===== config.mk =====
export PLATFORM = sky130hd
export DESIGN_NAME = keypad_level_interrupt
export DESIGN_NICKNAME = d
export VERILOG_FILES = /design/src/design/keypad_pkg.sv /design/src/design/key_level_detect.sv /design/src/design/key_flag_bank.sv /design/src/design/keypad_level_interrupt.sv
export SDC_FILE = /design/constraint.sdc
export NUM_CORES = 1
export LEC_CHECK = 0
export BUFFER_PORTS_ARGS = -buffer_cell sky130_fd_sc_hd__buf_2
export CAP_MARGIN = 10
export CORE_UTILIZATION = 45
export CTS_CLUSTER_SIZE = 12
export DETAILED_ROUTE_END_ITERATION = 12
export GPL_TIMING_DRIVEN = 0
export PLACE_DENSITY = 0.72
export SLEW_MARGIN = 20
export SYNTH_ARGS = -nofsm -noshare
export SYNTH_HDL_FRONTEND = slang
export SYNTH_SLANG_ARGS = --single-unit

===== constraint.sdc =====
create_clock -name CLK_SYS -period 1.3 [get_ports CLK_SYS]
set_input_delay 0.13 -clock CLK_SYS [delete_from_list [all_inputs] [get_ports CLK_SYS]]
set_output_delay 0.13 -clock CLK_SYS [all_outputs]
set_load 0.02 [all_outputs]

===== src/design/keypad_pkg.sv =====
// Package of register offsets, reset values and widths for the keypad interrupt unit.
package keypad_pkg;
	localparam int        LINE_COUNT       = 8;
	localparam int        ADDR_WIDTH       = 8;
	localparam int        DATA_WIDTH       = 8;
	localparam logic [7:0] ADDR_LEVEL_SELECT = 8'h9C;
	localparam logic [7:0] ADDR_LINE_ENABLE  = 8'h9D;
	localparam logic [7:0] ADDR_LINE_FLAGS   = 8'h9E;
	localparam logic [7:0] RESET_LEVEL_SELECT = 8'h00;
	localparam logic [7:0] RESET_LINE_ENABLE  = 8'h00;
	localparam logic [7:0] RESET_LINE_FLAGS   = 8'h00;
	localparam logic [7:0] READ_IDLE_VALUE    = 8'h00;
endpackage : keypad_pkg


===== src/design/key_level_detect.sv =====
// Per-line level detector that compares each port line with its selected level.
`timescale 1ns/1ps
module key_level_detect
	import keypad_pkg::*;
(
	// Port lines and level choice.
	input  wire logic [LINE_COUNT-1:0] port_one,
	input  wire logic [LINE_COUNT-1:0] key_level_select,
	// Lines that show their chosen level.
	output logic      [LINE_COUNT-1:0] hit
);
	// A set select bit looks for high, a clear bit for low.
	assign hit = ~(port_one ^ key_level_select);
endmodule : key_level_detect


===== src/design/key_flag_bank.sv =====
// Flag bank: level hits set flags, a read of the flag register clears them.
`timescale 1ns/1ps
module key_flag_bank
	import keypad_pkg::*;
(
	// Clock and synchronised reset.
	input  wire logic                  clk,
	input  wire logic                  rst_n,
	// Hits and the clear strobe.
	input  wire logic [LINE_COUNT-1:0] hit,
	input  wire logic                  clear_all,
	// Flag state.
	output logic      [LINE_COUNT-1:0] flags
);
	logic [LINE_COUNT-1:0] next_flags;

	// A hit in the clearing cycle survives, so no level is lost to a read.
	always_comb begin
		next_flags = (clear_all ? '0 : flags) | hit;
	end

	// Flags start clear.
	always_ff @(posedge clk or negedge rst_n) begin
		if (!rst_n) begin
			flags <= RESET_LINE_FLAGS;
		end else begin
			flags <= next_flags;
		end
	end
endmodule : key_flag_bank


===== src/design/keypad_level_interrupt.sv =====
// Top of the keypad level interrupt unit with its special function registers.
`timescale 1ns/1ps
module keypad_level_interrupt
	import keypad_pkg::*;
(
	// Clock and reset.
	input  wire logic                          CLK_SYS,
	input  wire logic                          RESET_N,
	// Port one lines.
	input  wire logic [keypad_pkg::LINE_COUNT-1:0] PORT_ONE,
	// Global keyboard enable from the core's second interrupt enable register.
	input  wire logic                          KEY_GLOBAL_IRQ_ENABLE,
	// Special function register access.
	input  wire logic [keypad_pkg::ADDR_WIDTH-1:0] SFR_ADDR,
	input  wire logic                          SFR_WRITE,
	input  wire logic                          SFR_READ,
	input  wire logic [keypad_pkg::DATA_WIDTH-1:0] SFR_WDATA,
	output logic      [keypad_pkg::DATA_WIDTH-1:0] SFR_RDATA,
	// Requests toward the core.
	output logic                               KEY_IRQ,
	output logic                               KEY_WAKE,
	output logic      [keypad_pkg::LINE_COUNT-1:0] KEY_LINE_ALT
);
	import keypad_pkg::*;

	// Synchronised reset and the three register copies.
	logic                  rst_meta;
	logic                  rst_n;
	logic [LINE_COUNT-1:0] key_level_select;
	logic [LINE_COUNT-1:0] key_line_enable;
	logic [LINE_COUNT-1:0] key_line_flags;
	logic [LINE_COUNT-1:0] hit;
	logic                  flag_read;
	logic                  pending;

	// Reset is released through two flops so every process leaves reset together.
	// Only the second flop reads rst_meta, which may still be settling.
	// Assertion stays asynchronous, so a stopped clock cannot keep stale register values.
	always_ff @(posedge CLK_SYS or negedge RESET_N) begin
		if (!RESET_N) begin
			rst_meta <= 1'b0;
			rst_n    <= 1'b0;
		end else begin
			rst_meta <= 1'b1;
			rst_n    <= rst_meta;
		end
	end

	// Register decode: a read of the flag address is the clear strobe.
	// A read strobe held for several cycles clears the flags on every one of them.
	// Software must therefore only read the flag register when it means to retire flags.
	assign flag_read = SFR_READ && (SFR_ADDR == ADDR_LINE_FLAGS);

	// Writable level select and enable registers; the flag address ignores writes.
	// Writes to unmapped addresses fall through and change nothing.
	// The registers keep their values until software rewrites them or reset clears them.
	always_ff @(posedge CLK_SYS or negedge rst_n) begin
		if (!rst_n) begin
			key_level_select <= RESET_LEVEL_SELECT;
			key_line_enable  <= RESET_LINE_ENABLE;
		end else if (SFR_WRITE) begin
			if (SFR_ADDR == ADDR_LEVEL_SELECT) begin
				key_level_select <= SFR_WDATA;
			end else if (SFR_ADDR == ADDR_LINE_ENABLE) begin
				key_line_enable <= SFR_WDATA;
			end
		end
	end

	// Level comparison for all eight lines.
	// No synchroniser sits here, because the port lines are taken as synchronous.
	// A bouncing switch sets its flag on the first sample at the chosen level.
	key_level_detect u_detect (
		.port_one         (PORT_ONE),
		.key_level_select (key_level_select),
		.hit              (hit)
	);

	// Flag storage with read-to-clear.
	// Flags are set for every line, enabled or not, so software can poll masked lines.
	key_flag_bank u_flags (
		.clk       (CLK_SYS),
		.rst_n     (rst_n),
		.hit       (hit),
		.clear_all (flag_read),
		.flags     (key_line_flags)
	);

	// Masked sources merged into one request.
	// A line with a clear enable bit keeps its flag; only its request is masked.
	assign pending = |(key_line_flags & key_line_enable);

	// Read data is registered; unmapped addresses read as zero.
	// The flags are captured on the same edge that clears them, so a read never
	// loses a flag that it has not also reported.
	always_ff @(posedge CLK_SYS or negedge rst_n) begin
		if (!rst_n) begin
			SFR_RDATA <= READ_IDLE_VALUE;
		end else if (SFR_READ) begin
			if (SFR_ADDR == ADDR_LEVEL_SELECT) begin
				SFR_RDATA <= key_level_select;
			end else if (SFR_ADDR == ADDR_LINE_ENABLE) begin
				SFR_RDATA <= key_line_enable;
			end else if (SFR_ADDR == ADDR_LINE_FLAGS) begin
				SFR_RDATA <= key_line_flags;
			end else begin
				SFR_RDATA <= READ_IDLE_VALUE;
			end
		end
	end

	// Request, wake and alternate-function outputs, all from flops.
	// Wake ignores the global enable on purpose: a masked-off core still needs waking.
	// Registering every output costs one cycle from flag to request.
	always_ff @(posedge CLK_SYS or negedge rst_n) begin
		if (!rst_n) begin
			KEY_IRQ      <= 1'b0;
			KEY_WAKE     <= 1'b0;
			KEY_LINE_ALT <= '0;
		end else begin
			KEY_IRQ      <= pending && KEY_GLOBAL_IRQ_ENABLE;
			KEY_WAKE     <= pending;
			KEY_LINE_ALT <= key_line_enable;
		end
	end

	// Checks on the register map, the flags and the request outputs.
	// They watch internal state as well as pins, so they sit beside the logic.

	// Request follows flags and enables one cycle later.
	chk_irq_follows_flags: assert property (@(posedge CLK_SYS) disable iff (!rst_n)
		1'b1 |=> KEY_IRQ == ($past(pending) && $past(KEY_GLOBAL_IRQ_ENABLE)))
		else $error("keyboard request does not match masked flags");

	// A held level keeps its flag set even across a read.
	chk_flag_level_set: assert property (@(posedge CLK_SYS) disable iff (!rst_n)
		hit[0] |=> key_line_flags[0])
		else $error("line zero flag not set by its level");

	// A read with no hit leaves the flags clear.
	chk_read_clears_all: assert property (@(posedge CLK_SYS) disable iff (!rst_n)
		(flag_read && hit == '0) |=> key_line_flags == '0)
		else $error("flag read did not clear flags");

	// Line one's flag never sets without a hit.
	chk_flag_needs_hit: assert property (@(posedge CLK_SYS) disable iff (!rst_n)
		(key_line_flags[1] && !$past(key_line_flags[1])) |-> $past(hit[1]))
		else $error("flag set without detection");

	// High select means a high line hits.
	chk_level_polarity: assert property (@(posedge CLK_SYS) disable iff (!rst_n)
		hit[2] == (PORT_ONE[2] == key_level_select[2]))
		else $error("level polarity wrong");

	// Writes to the enable register land.
	chk_enable_write: assert property (@(posedge CLK_SYS) disable iff (!rst_n)
		(SFR_WRITE && SFR_ADDR == ADDR_LINE_ENABLE) |=> key_line_enable == $past(SFR_WDATA))
		else $error("enable register write lost");

	// Wake tracks enabled flags regardless of the global enable.
	chk_wake_enabled: assert property (@(posedge CLK_SYS) disable iff (!rst_n)
		pending |=> KEY_WAKE)
		else $error("wake missing for enabled flag");

	// Alternate-function view follows the enable register.
	chk_alt_follows: assert property (@(posedge CLK_SYS) disable iff (!rst_n)
		1'b1 |=> KEY_LINE_ALT == $past(key_line_enable))
		else $error("alternate function mismatch");

	// Registers hold zero when reset is released.
	chk_reset_zero: assert property (@(posedge CLK_SYS)
		$rose(rst_n) |-> (key_line_enable == '0 && key_level_select == '0))
		else $error("registers not zero after reset");

	// Every line that shows its level has its flag set at the next edge.
	chk_flags_follow_hits: assert property (@(posedge CLK_SYS) disable iff (!rst_n)
		(hit != '0) |=> ((key_line_flags & $past(hit)) == $past(hit)))
		else $error("a line at its level left its flag clear");

	// No flag rises unless its line showed the level one cycle earlier.
	chk_flag_origin: assert property (@(posedge CLK_SYS) disable iff (!rst_n)
		1'b1 |-> ((key_line_flags & ~$past(key_line_flags) & ~$past(hit)) == '0))
		else $error("a flag rose with no detection behind it");

	// Outside a flag read, flags only ever gain bits.
	chk_flags_sticky: assert property (@(posedge CLK_SYS) disable iff (!rst_n)
		(!flag_read) |=>
		((key_line_flags & $past(key_line_flags)) == $past(key_line_flags)))
		else $error("a flag was lost without a read");

	// A flag read leaves set exactly the lines that still show their level.
	chk_read_rearms: assert property (@(posedge CLK_SYS) disable iff (!rst_n)
		flag_read |=> (key_line_flags == $past(hit)))
		else $error("flags after a read do not match the held levels");

	// Writes to the flag address change nothing in the flags.
	chk_flags_read_only: assert property (@(posedge CLK_SYS) disable iff (!rst_n)
		(SFR_WRITE && SFR_ADDR == ADDR_LINE_FLAGS && !flag_read) |=>
		(key_line_flags == ($past(key_line_flags) | $past(hit))))
		else $error("a write reached the flag register");

	// A flag read returns the flags as they stood before the clear.
	chk_read_flag_data: assert property (@(posedge CLK_SYS) disable iff (!rst_n)
		flag_read |=> (SFR_RDATA == $past(key_line_flags)))
		else $error("flag read returned wrong data");

	// A read of the level select address returns that register.
	chk_read_select_data: assert property (@(posedge CLK_SYS) disable iff (!rst_n)
		(SFR_READ && SFR_ADDR == ADDR_LEVEL_SELECT) |=>
		(SFR_RDATA == $past(key_level_select)))
		else $error("level select read returned wrong data");

	// A read of the enable address returns that register.
	chk_read_enable_data: assert property (@(posedge CLK_SYS) disable iff (!rst_n)
		(SFR_READ && SFR_ADDR == ADDR_LINE_ENABLE) |=>
		(SFR_RDATA == $past(key_line_enable)))
		else $error("enable read returned wrong data");

	// Addresses outside the map read as the idle value.
	chk_read_unmapped: assert property (@(posedge CLK_SYS) disable iff (!rst_n)
		(SFR_READ && SFR_ADDR != ADDR_LEVEL_SELECT && SFR_ADDR != ADDR_LINE_ENABLE &&
		SFR_ADDR != ADDR_LINE_FLAGS) |=> (SFR_RDATA == READ_IDLE_VALUE))
		else $error("unmapped read returned data");

	// Read data stands until the next read.
	chk_rdata_holds: assert property (@(posedge CLK_SYS) disable iff (!rst_n)
		(!SFR_READ) |=> $stable(SFR_RDATA))
		else $error("read data changed without a read");

	// Writes to the level select register land.
	chk_select_write: assert property (@(posedge CLK_SYS) disable iff (!rst_n)
		(SFR_WRITE && SFR_ADDR == ADDR_LEVEL_SELECT) |=>
		(key_level_select == $past(SFR_WDATA)))
		else $error("level select write lost");

	// Without a write both writable registers keep their values.
	chk_regs_hold: assert property (@(posedge CLK_SYS) disable iff (!rst_n)
		(!SFR_WRITE) |=>
		($stable(key_level_select) && $stable(key_line_enable)))
		else $error("register changed without a write");

	// A write to the flag address leaves both writable registers alone.
	chk_flag_write_inert: assert property (@(posedge CLK_SYS) disable iff (!rst_n)
		(SFR_WRITE && SFR_ADDR == ADDR_LINE_FLAGS) |=>
		($stable(key_level_select) && $stable(key_line_enable)))
		else $error("flag address write reached another register");

	// With every set flag masked the request stays low.
	chk_masked_quiet: assert property (@(posedge CLK_SYS) disable iff (!rst_n)
		((key_line_flags & key_line_enable) == '0) |=> !KEY_IRQ)
		else $error("request raised by masked flags");

	// The global enable blocks every keyboard source.
	chk_global_gate: assert property (@(posedge CLK_SYS) disable iff (!rst_n)
		(!KEY_GLOBAL_IRQ_ENABLE) |=> !KEY_IRQ)
		else $error("request raised with the global enable clear");

	// A request always has an enabled flag behind it.
	chk_irq_has_source: assert property (@(posedge CLK_SYS) disable iff (!rst_n)
		KEY_IRQ |-> (($past(key_line_flags) & $past(key_line_enable)) != '0))
		else $error("request with no enabled flag");

	// With every set flag masked the wake request stays low.
	chk_wake_quiet: assert property (@(posedge CLK_SYS) disable iff (!rst_n)
		((key_line_flags & key_line_enable) == '0) |=> !KEY_WAKE)
		else $error("wake raised by masked flags");

	// A wake request always has an enabled flag behind it.
	chk_wake_has_source: assert property (@(posedge CLK_SYS) disable iff (!rst_n)
		KEY_WAKE |-> (($past(key_line_flags) & $past(key_line_enable)) != '0))
		else $error("wake with no enabled flag");

	// Wake still fires while the global enable holds the request back.
	chk_wake_ungated: assert property (@(posedge CLK_SYS) disable iff (!rst_n)
		(pending && !KEY_GLOBAL_IRQ_ENABLE) |=> (KEY_WAKE && !KEY_IRQ))
		else $error("wake blocked by the global enable");

	// A clear select bit detects a low line.
	chk_low_level_hit: assert property (@(posedge CLK_SYS) disable iff (!rst_n)
		(!key_level_select[1] && !PORT_ONE[1]) |-> hit[1])
		else $error("low level not detected");

	// A set select bit detects a high line.
	chk_high_level_hit: assert property (@(posedge CLK_SYS) disable iff (!rst_n)
		(key_level_select[7] && PORT_ONE[7]) |-> hit[7])
		else $error("high level not detected");

	// Flags, requests and read data are clear when reset is released.
	chk_reset_outputs: assert property (@(posedge CLK_SYS)
		$rose(rst_n) |-> (key_line_flags == '0 && !KEY_IRQ && !KEY_WAKE &&
		SFR_RDATA == READ_IDLE_VALUE))
		else $error("flags or outputs not clear after reset");
endmodule : keypad_level_interrupt


Word-level counts from Yosys, hierarchy flattened
Index checks and enable logic that the tools add are counted.
{"block": "word_totals", "register_bits": 44, "in_bits": 29, "output_inout_bits": 18, "wordCells": 26}
{"block": "classes", "n_eq_ne": 3, "mux": 4, "bitwise": 5, "reduce_logical": 5}
{"op": "$mux W8", "count": 4}
{"op": "$eq A8 B8 Y1 const B", "count": 3}
{"op": "$and A8 B8 Y8", "count": 1}
{"op": "$not A8 Y8", "count": 1}
{"op": "$or A8 B8 Y8", "count": 1}
{"op": "$reduce_or A8 Y1", "count": 1}
{"op": "$xor A8 B8 Y8", "count": 1}
{"op": "$reduce_and A3 Y1", "count": 1}
{"op": "$logic_and A1 B1 Y1", "count": 2}
{"op": "$reduce_and A2 Y1", "count": 1}
{"op": "$not A1 Y1", "count": 1}

Logic depth before layout (Yosys ltp)
{"block": "logic_depth", "ltp_word": 4, "mapped_depth": 5, "ltp_nobuf": 3}

Hierarchy
From an unflattened synthesis, not the netlist that was laid out.
{"block": "unflattened", "hier_cells": 146, "hier_area_um2": 1894.3}
{"mod": "keypad_level_interrupt", "instances": 1, "cells_each": 121, "area_each_um2": 1560.2, "seq_area_each_um2": 900.9}
{"mod": "key_flag_bank", "instances": 1, "cells_each": 17, "area_each_um2": 264.0, "seq_area_each_um2": 200.2}
{"mod": "key_level_detect", "instances": 1, "cells_each": 8, "area_each_um2": 70.1, "seq_area_each_um2": 0.0}

Least setup slack after synthesis
No wires, ideal clock.
{"block": "synth_timing", "path_type": "input to register", "start": "input SFR_ADDR[6] (netlist name)", "end": "register key_line_enable[0]", "setup_ps": 125, "arrival_time_ps": 1102, "required_time_ps": 1175, "path_slack_ps": 73, "stages": 4, "n_path_buf": 1, "path_cell_list": "and4bb_4 -> and3_4 -> buf_12 -> mux2_4"}
{"block": "synth_via", "elab_chain_len": 3, "elab_cells_between_ends": 4, "cone_classes": "eq/ne: 2; bitwise: 1; reduce/logical: 1"}
{"item": "start, declared", "line": "keypad_level_interrupt.sv:14", "rtl": "input wire logic [keypad_pkg::ADDR_WIDTH-1:0] SFR_ADDR,"}
{"item": "$eq A8 B8 Y1", "line": "keypad_level_interrupt.sv:62", "rtl": "if (SFR_ADDR == ADDR_LEVEL_SELECT) begin"}
{"item": "$not A1 Y1 (no line)"}
{"item": "$reduce_and A3 Y1 (no line) (*)"}
{"item": "end signal, assigned", "line": "keypad_level_interrupt.sv:60", "rtl": "key_line_enable <= RESET_LINE_ENABLE;"}
{"item": "end signal, assigned", "line": "keypad_level_interrupt.sv:65", "rtl": "key_line_enable <= SFR_WDATA;"}
{"item": "end, declared", "line": "keypad_level_interrupt.sv:30", "rtl": "logic [LINE_COUNT-1:0] key_line_enable;"}
Every way passes the cells marked *; elsewhere a longest branch is shown, timed or not.
A chain may end at the register's enable or synchronous reset.

Worst setup path in the final report
{"block": "layout_timing", "start": "register key_line_enable[6]", "end": "register KEY_IRQ"}
{"block": "layout_via", "elab_chain_len": 3}
{"item": "$and A8 B8 Y8", "line": "keypad_level_interrupt.sv:91", "rtl": "assign pending = |(key_line_flags & key_line_enable);"}
{"item": "$reduce_or A8 Y1", "line": "keypad_level_interrupt.sv:91"}
{"item": "named net pending", "line": "keypad_level_interrupt.sv:34", "rtl": "logic pending;"}
{"item": "$logic_and A1 B1 Y1", "line": "keypad_level_interrupt.sv:121", "rtl": "KEY_IRQ <= pending && KEY_GLOBAL_IRQ_ENABLE;"}
{"item": "end signal, assigned", "line": "keypad_level_interrupt.sv:121"}
{"item": "end, declared", "line": "keypad_level_interrupt.sv:20", "rtl": "output logic KEY_IRQ,"}
The timed path passes the listed nets, and every way through them passes these cells.

==> reports/results.ini <==
[floorplanning]
dieHeight_um=66.3
dieArea_um2=4400
rows=23
core-area_um2=4000
io_pins=47
start_util=0.466
die_x_um=66.3

[clock_network]
path_clk_slew_ns=0.09
cts_resized=0
cts_tree=yes
ctsHoldBuffers=1
post_cts_buffers=0
htreeDepth=2
clock_path_buffers=2
clock_sinks=44
clkLatencyLatePin_ns=0.30
cts-root-buf=clkbuf_8
cts_buffers=5

[layout]
stdcell_area_um2=2250
layout.nets=211
layout-drive-gt1-share=0.432
stdcell_count=233
area_growth_pct=21.0
final_util=0.564
n_antenna_cell=0

[routing]
drt_iter0_drc=19
first_pass_iters=4
via_count=1227
drt.antenna.violating_nets=0
drc=0
drt-vias-per-instance=5.27
drt_wl_total_um=3540
wl_per_cell_um=15.2

[critical_path]
setup.worst_path.end_class=register
worstSetupPathType=reg -> reg
cp_max_fo=4
crit_required_ns=1.50
r2r-start=key_line_enable[6]
path_cells=a22oi_1, nand4_1, and2_1
reg2reg_slack_ns=0.18
cp_data_arrival_time_ns=1.32
start_kind=register
regToRegEndpoint=KEY_IRQ
crit_path_max_incr_delay_ns=0.43
cp_slowest_cell=dfrtp_1
rr_worst_depth=3
worstSetupStartpoint=key_line_enable[6]
cp-endpoint=KEY_IRQ

[timing]
setup_ws_ns=0.175
hold_viol=0
finalCritPeriodShare=0.865
rsz0062_at_grt=no
setup_viol_count_final=0
max-slew-margin-rel=0.416
min_period_ns=1.12
worst_slew_pin_slew_ns=0.876
max_clock_freq_mhz=889
slew_violations=0
finClkSkew_ns=0.00736
finalSetupTns_ns=0

[place]
globalplace.congestion=0.764
dp.cells=224
port_buffers=45
post-place-ws_ns=-0.0797
dp.final_hpwl_um=2510
place_area_um2=2150

[global_route]
overflow=0
antenna_found_initial=0
grt_pass1_vias=1228
grt_usage=0.183
grt_max_degree=43
grt_first_pass_wirelength_um=5650

[power_and_ir_drop]
p_switching_uw=638
power_density_nw_per_um2=1160
peakVddDrop_mv=0.988
sw_frac_of_total=0.243
internal-power_uw=1980
p_leak_uw=0.00110
clock_power_share=0.337
seq_power_share=0.563
combPwrFrac=0.100

[synthesis]
ys_async_sr_fraction=1.00
syn-cell-area_um2=1860
synth.distinct_cells=25
yosysWarnings=0
yosysMostFrequentCell=dfrtp_1
synth_nets=158
synth_flop_cell=dfrtp_1
synthCells=129
ys_ff_latch=44
syn_avg_cell_area_um2=14.4
yosysTopAreaCellShare=0.591
synth_edf_count=0
synth.area.top_cells=dfrtp_1 (59%), mux2_4 (6.4%), mux2_2 (4.8%)
synth_top_area_cell=dfrtp_1
synth_seq_area_share=0.591

[status]
status=complete, no violations

[min_path]
worstHoldPathType=in -> reg

[job]
drv_cap=0

power groups by stage:
stage	logic [uW]	registers (uW)	clock network, uW
after global routing	287	1490	948
after detailed placement	263	1510	0
after floorplan	134	1530	0
final	263	1470	883
after CTS	266	1480	908
after global placement	257	1500	0
logic make-up (layout without fill, tap and decap cells):
family,Yosys count,count (layout),synth area share
AND/OR/NAND/NOR,11,11,0.0611
other,1,1,0.00201
flip-flops,44,44,0.591
multiplexers,24,24,0.156
buffers and inverters,13,67,0.0396
XOR/XNOR,8,8,0.0376
AO/OA/AOI/OAI,28,28,0.113
per-stage QoR:
step	hold WS (ns)	power [uW]
2_1_floorplan	-0.166	1660
3_3_place_gp	-0.0849	1760
4_1_cts	0.0267	2650
6_report	0.0349	2620
3_5_place_dp	-0.0831	1770
5_1_grt	0.0413	2720
per-layer routing:
| metal | up-vias | track usage | share of wire |
|---|---|---|---|
| met5 | - | 0 | 0 |
| met3 | 11 | 0.0621 | 0.066 |
| met1 | 607 | 0.215 | 0.41 |
| li1 | 570 | - | - |
| met2 | 39 | 0.284 | 0.49 |
| met4 | 0 | 0.117 | 0.034 |
layout make-up:
class / count / area (um^2)
Buffer: 5 / 43.8
Clock buffer: 6 / 82.6
Clock inverter: 2 / 10.0
Fill cell: 363 / 1750
Inverter: 8 / 30.0
Multi-Input combinational cell: 72 / 688
Sequential cell: 44 / 1100
Tap cell: 50 / 62.6
Timing Repair Buffer: 46 / 235
worst max-delay path, delay by kind of cell, from the launching register on:
kind,cells,cell delay (ns)
flip-flops,1,0.43
AND/OR/NAND/NOR,2,0.36
AO/OA/AOI/OAI,1,0.25
sequential cells by signal (all words and copies together), names as in the netlist:
| signal | cells |
|---|---|
| KEY_LINE_ALT | 8 |
| SFR_RDATA | 8 |
| key_level_select | 8 |
| key_line_enable | 8 |
| u_flags.flags | 8 |
| KEY_IRQ | 1 |
| KEY_WAKE | 1 |
| rst_meta | 1 |
| rst_n | 1 |
worst min path at each step:
stage,start,endpoint,slack [ns],cells after the start
2_1_floorplan,RESET_N,rst_meta,-0.17,0
3_3_place_gp,RESET_N,rst_meta,-0.08,1
3_5_place_dp,RESET_N,rst_meta,-0.08,1
4_1_cts,KEY_GLOBAL_IRQ_ENABLE,KEY_IRQ,0.03,2
5_1_grt,KEY_GLOBAL_IRQ_ENABLE,KEY_IRQ,0.04,2
6_report,KEY_GLOBAL_IRQ_ENABLE,KEY_IRQ,0.03,2
layout by cell type (no fill, tap or decap), types with 2 or more instances in the layout:
cell	netlist	final
buf_2	1	46
dfrtp_1	44	43
xnor2_1	8	8
a21o_1	8	8
mux2_2	8	8
mux2_4	8	8
inv_1	8	8
mux2i_1	8	8
a2bb2oi_1	8	8
o22ai_1	8	8
clkbuf_8	0	6
a22oi_1	4	4
buf_4	2	2
nand4_4	2	2
clkinv_2	0	2
(Power assumes the default switching activity.)
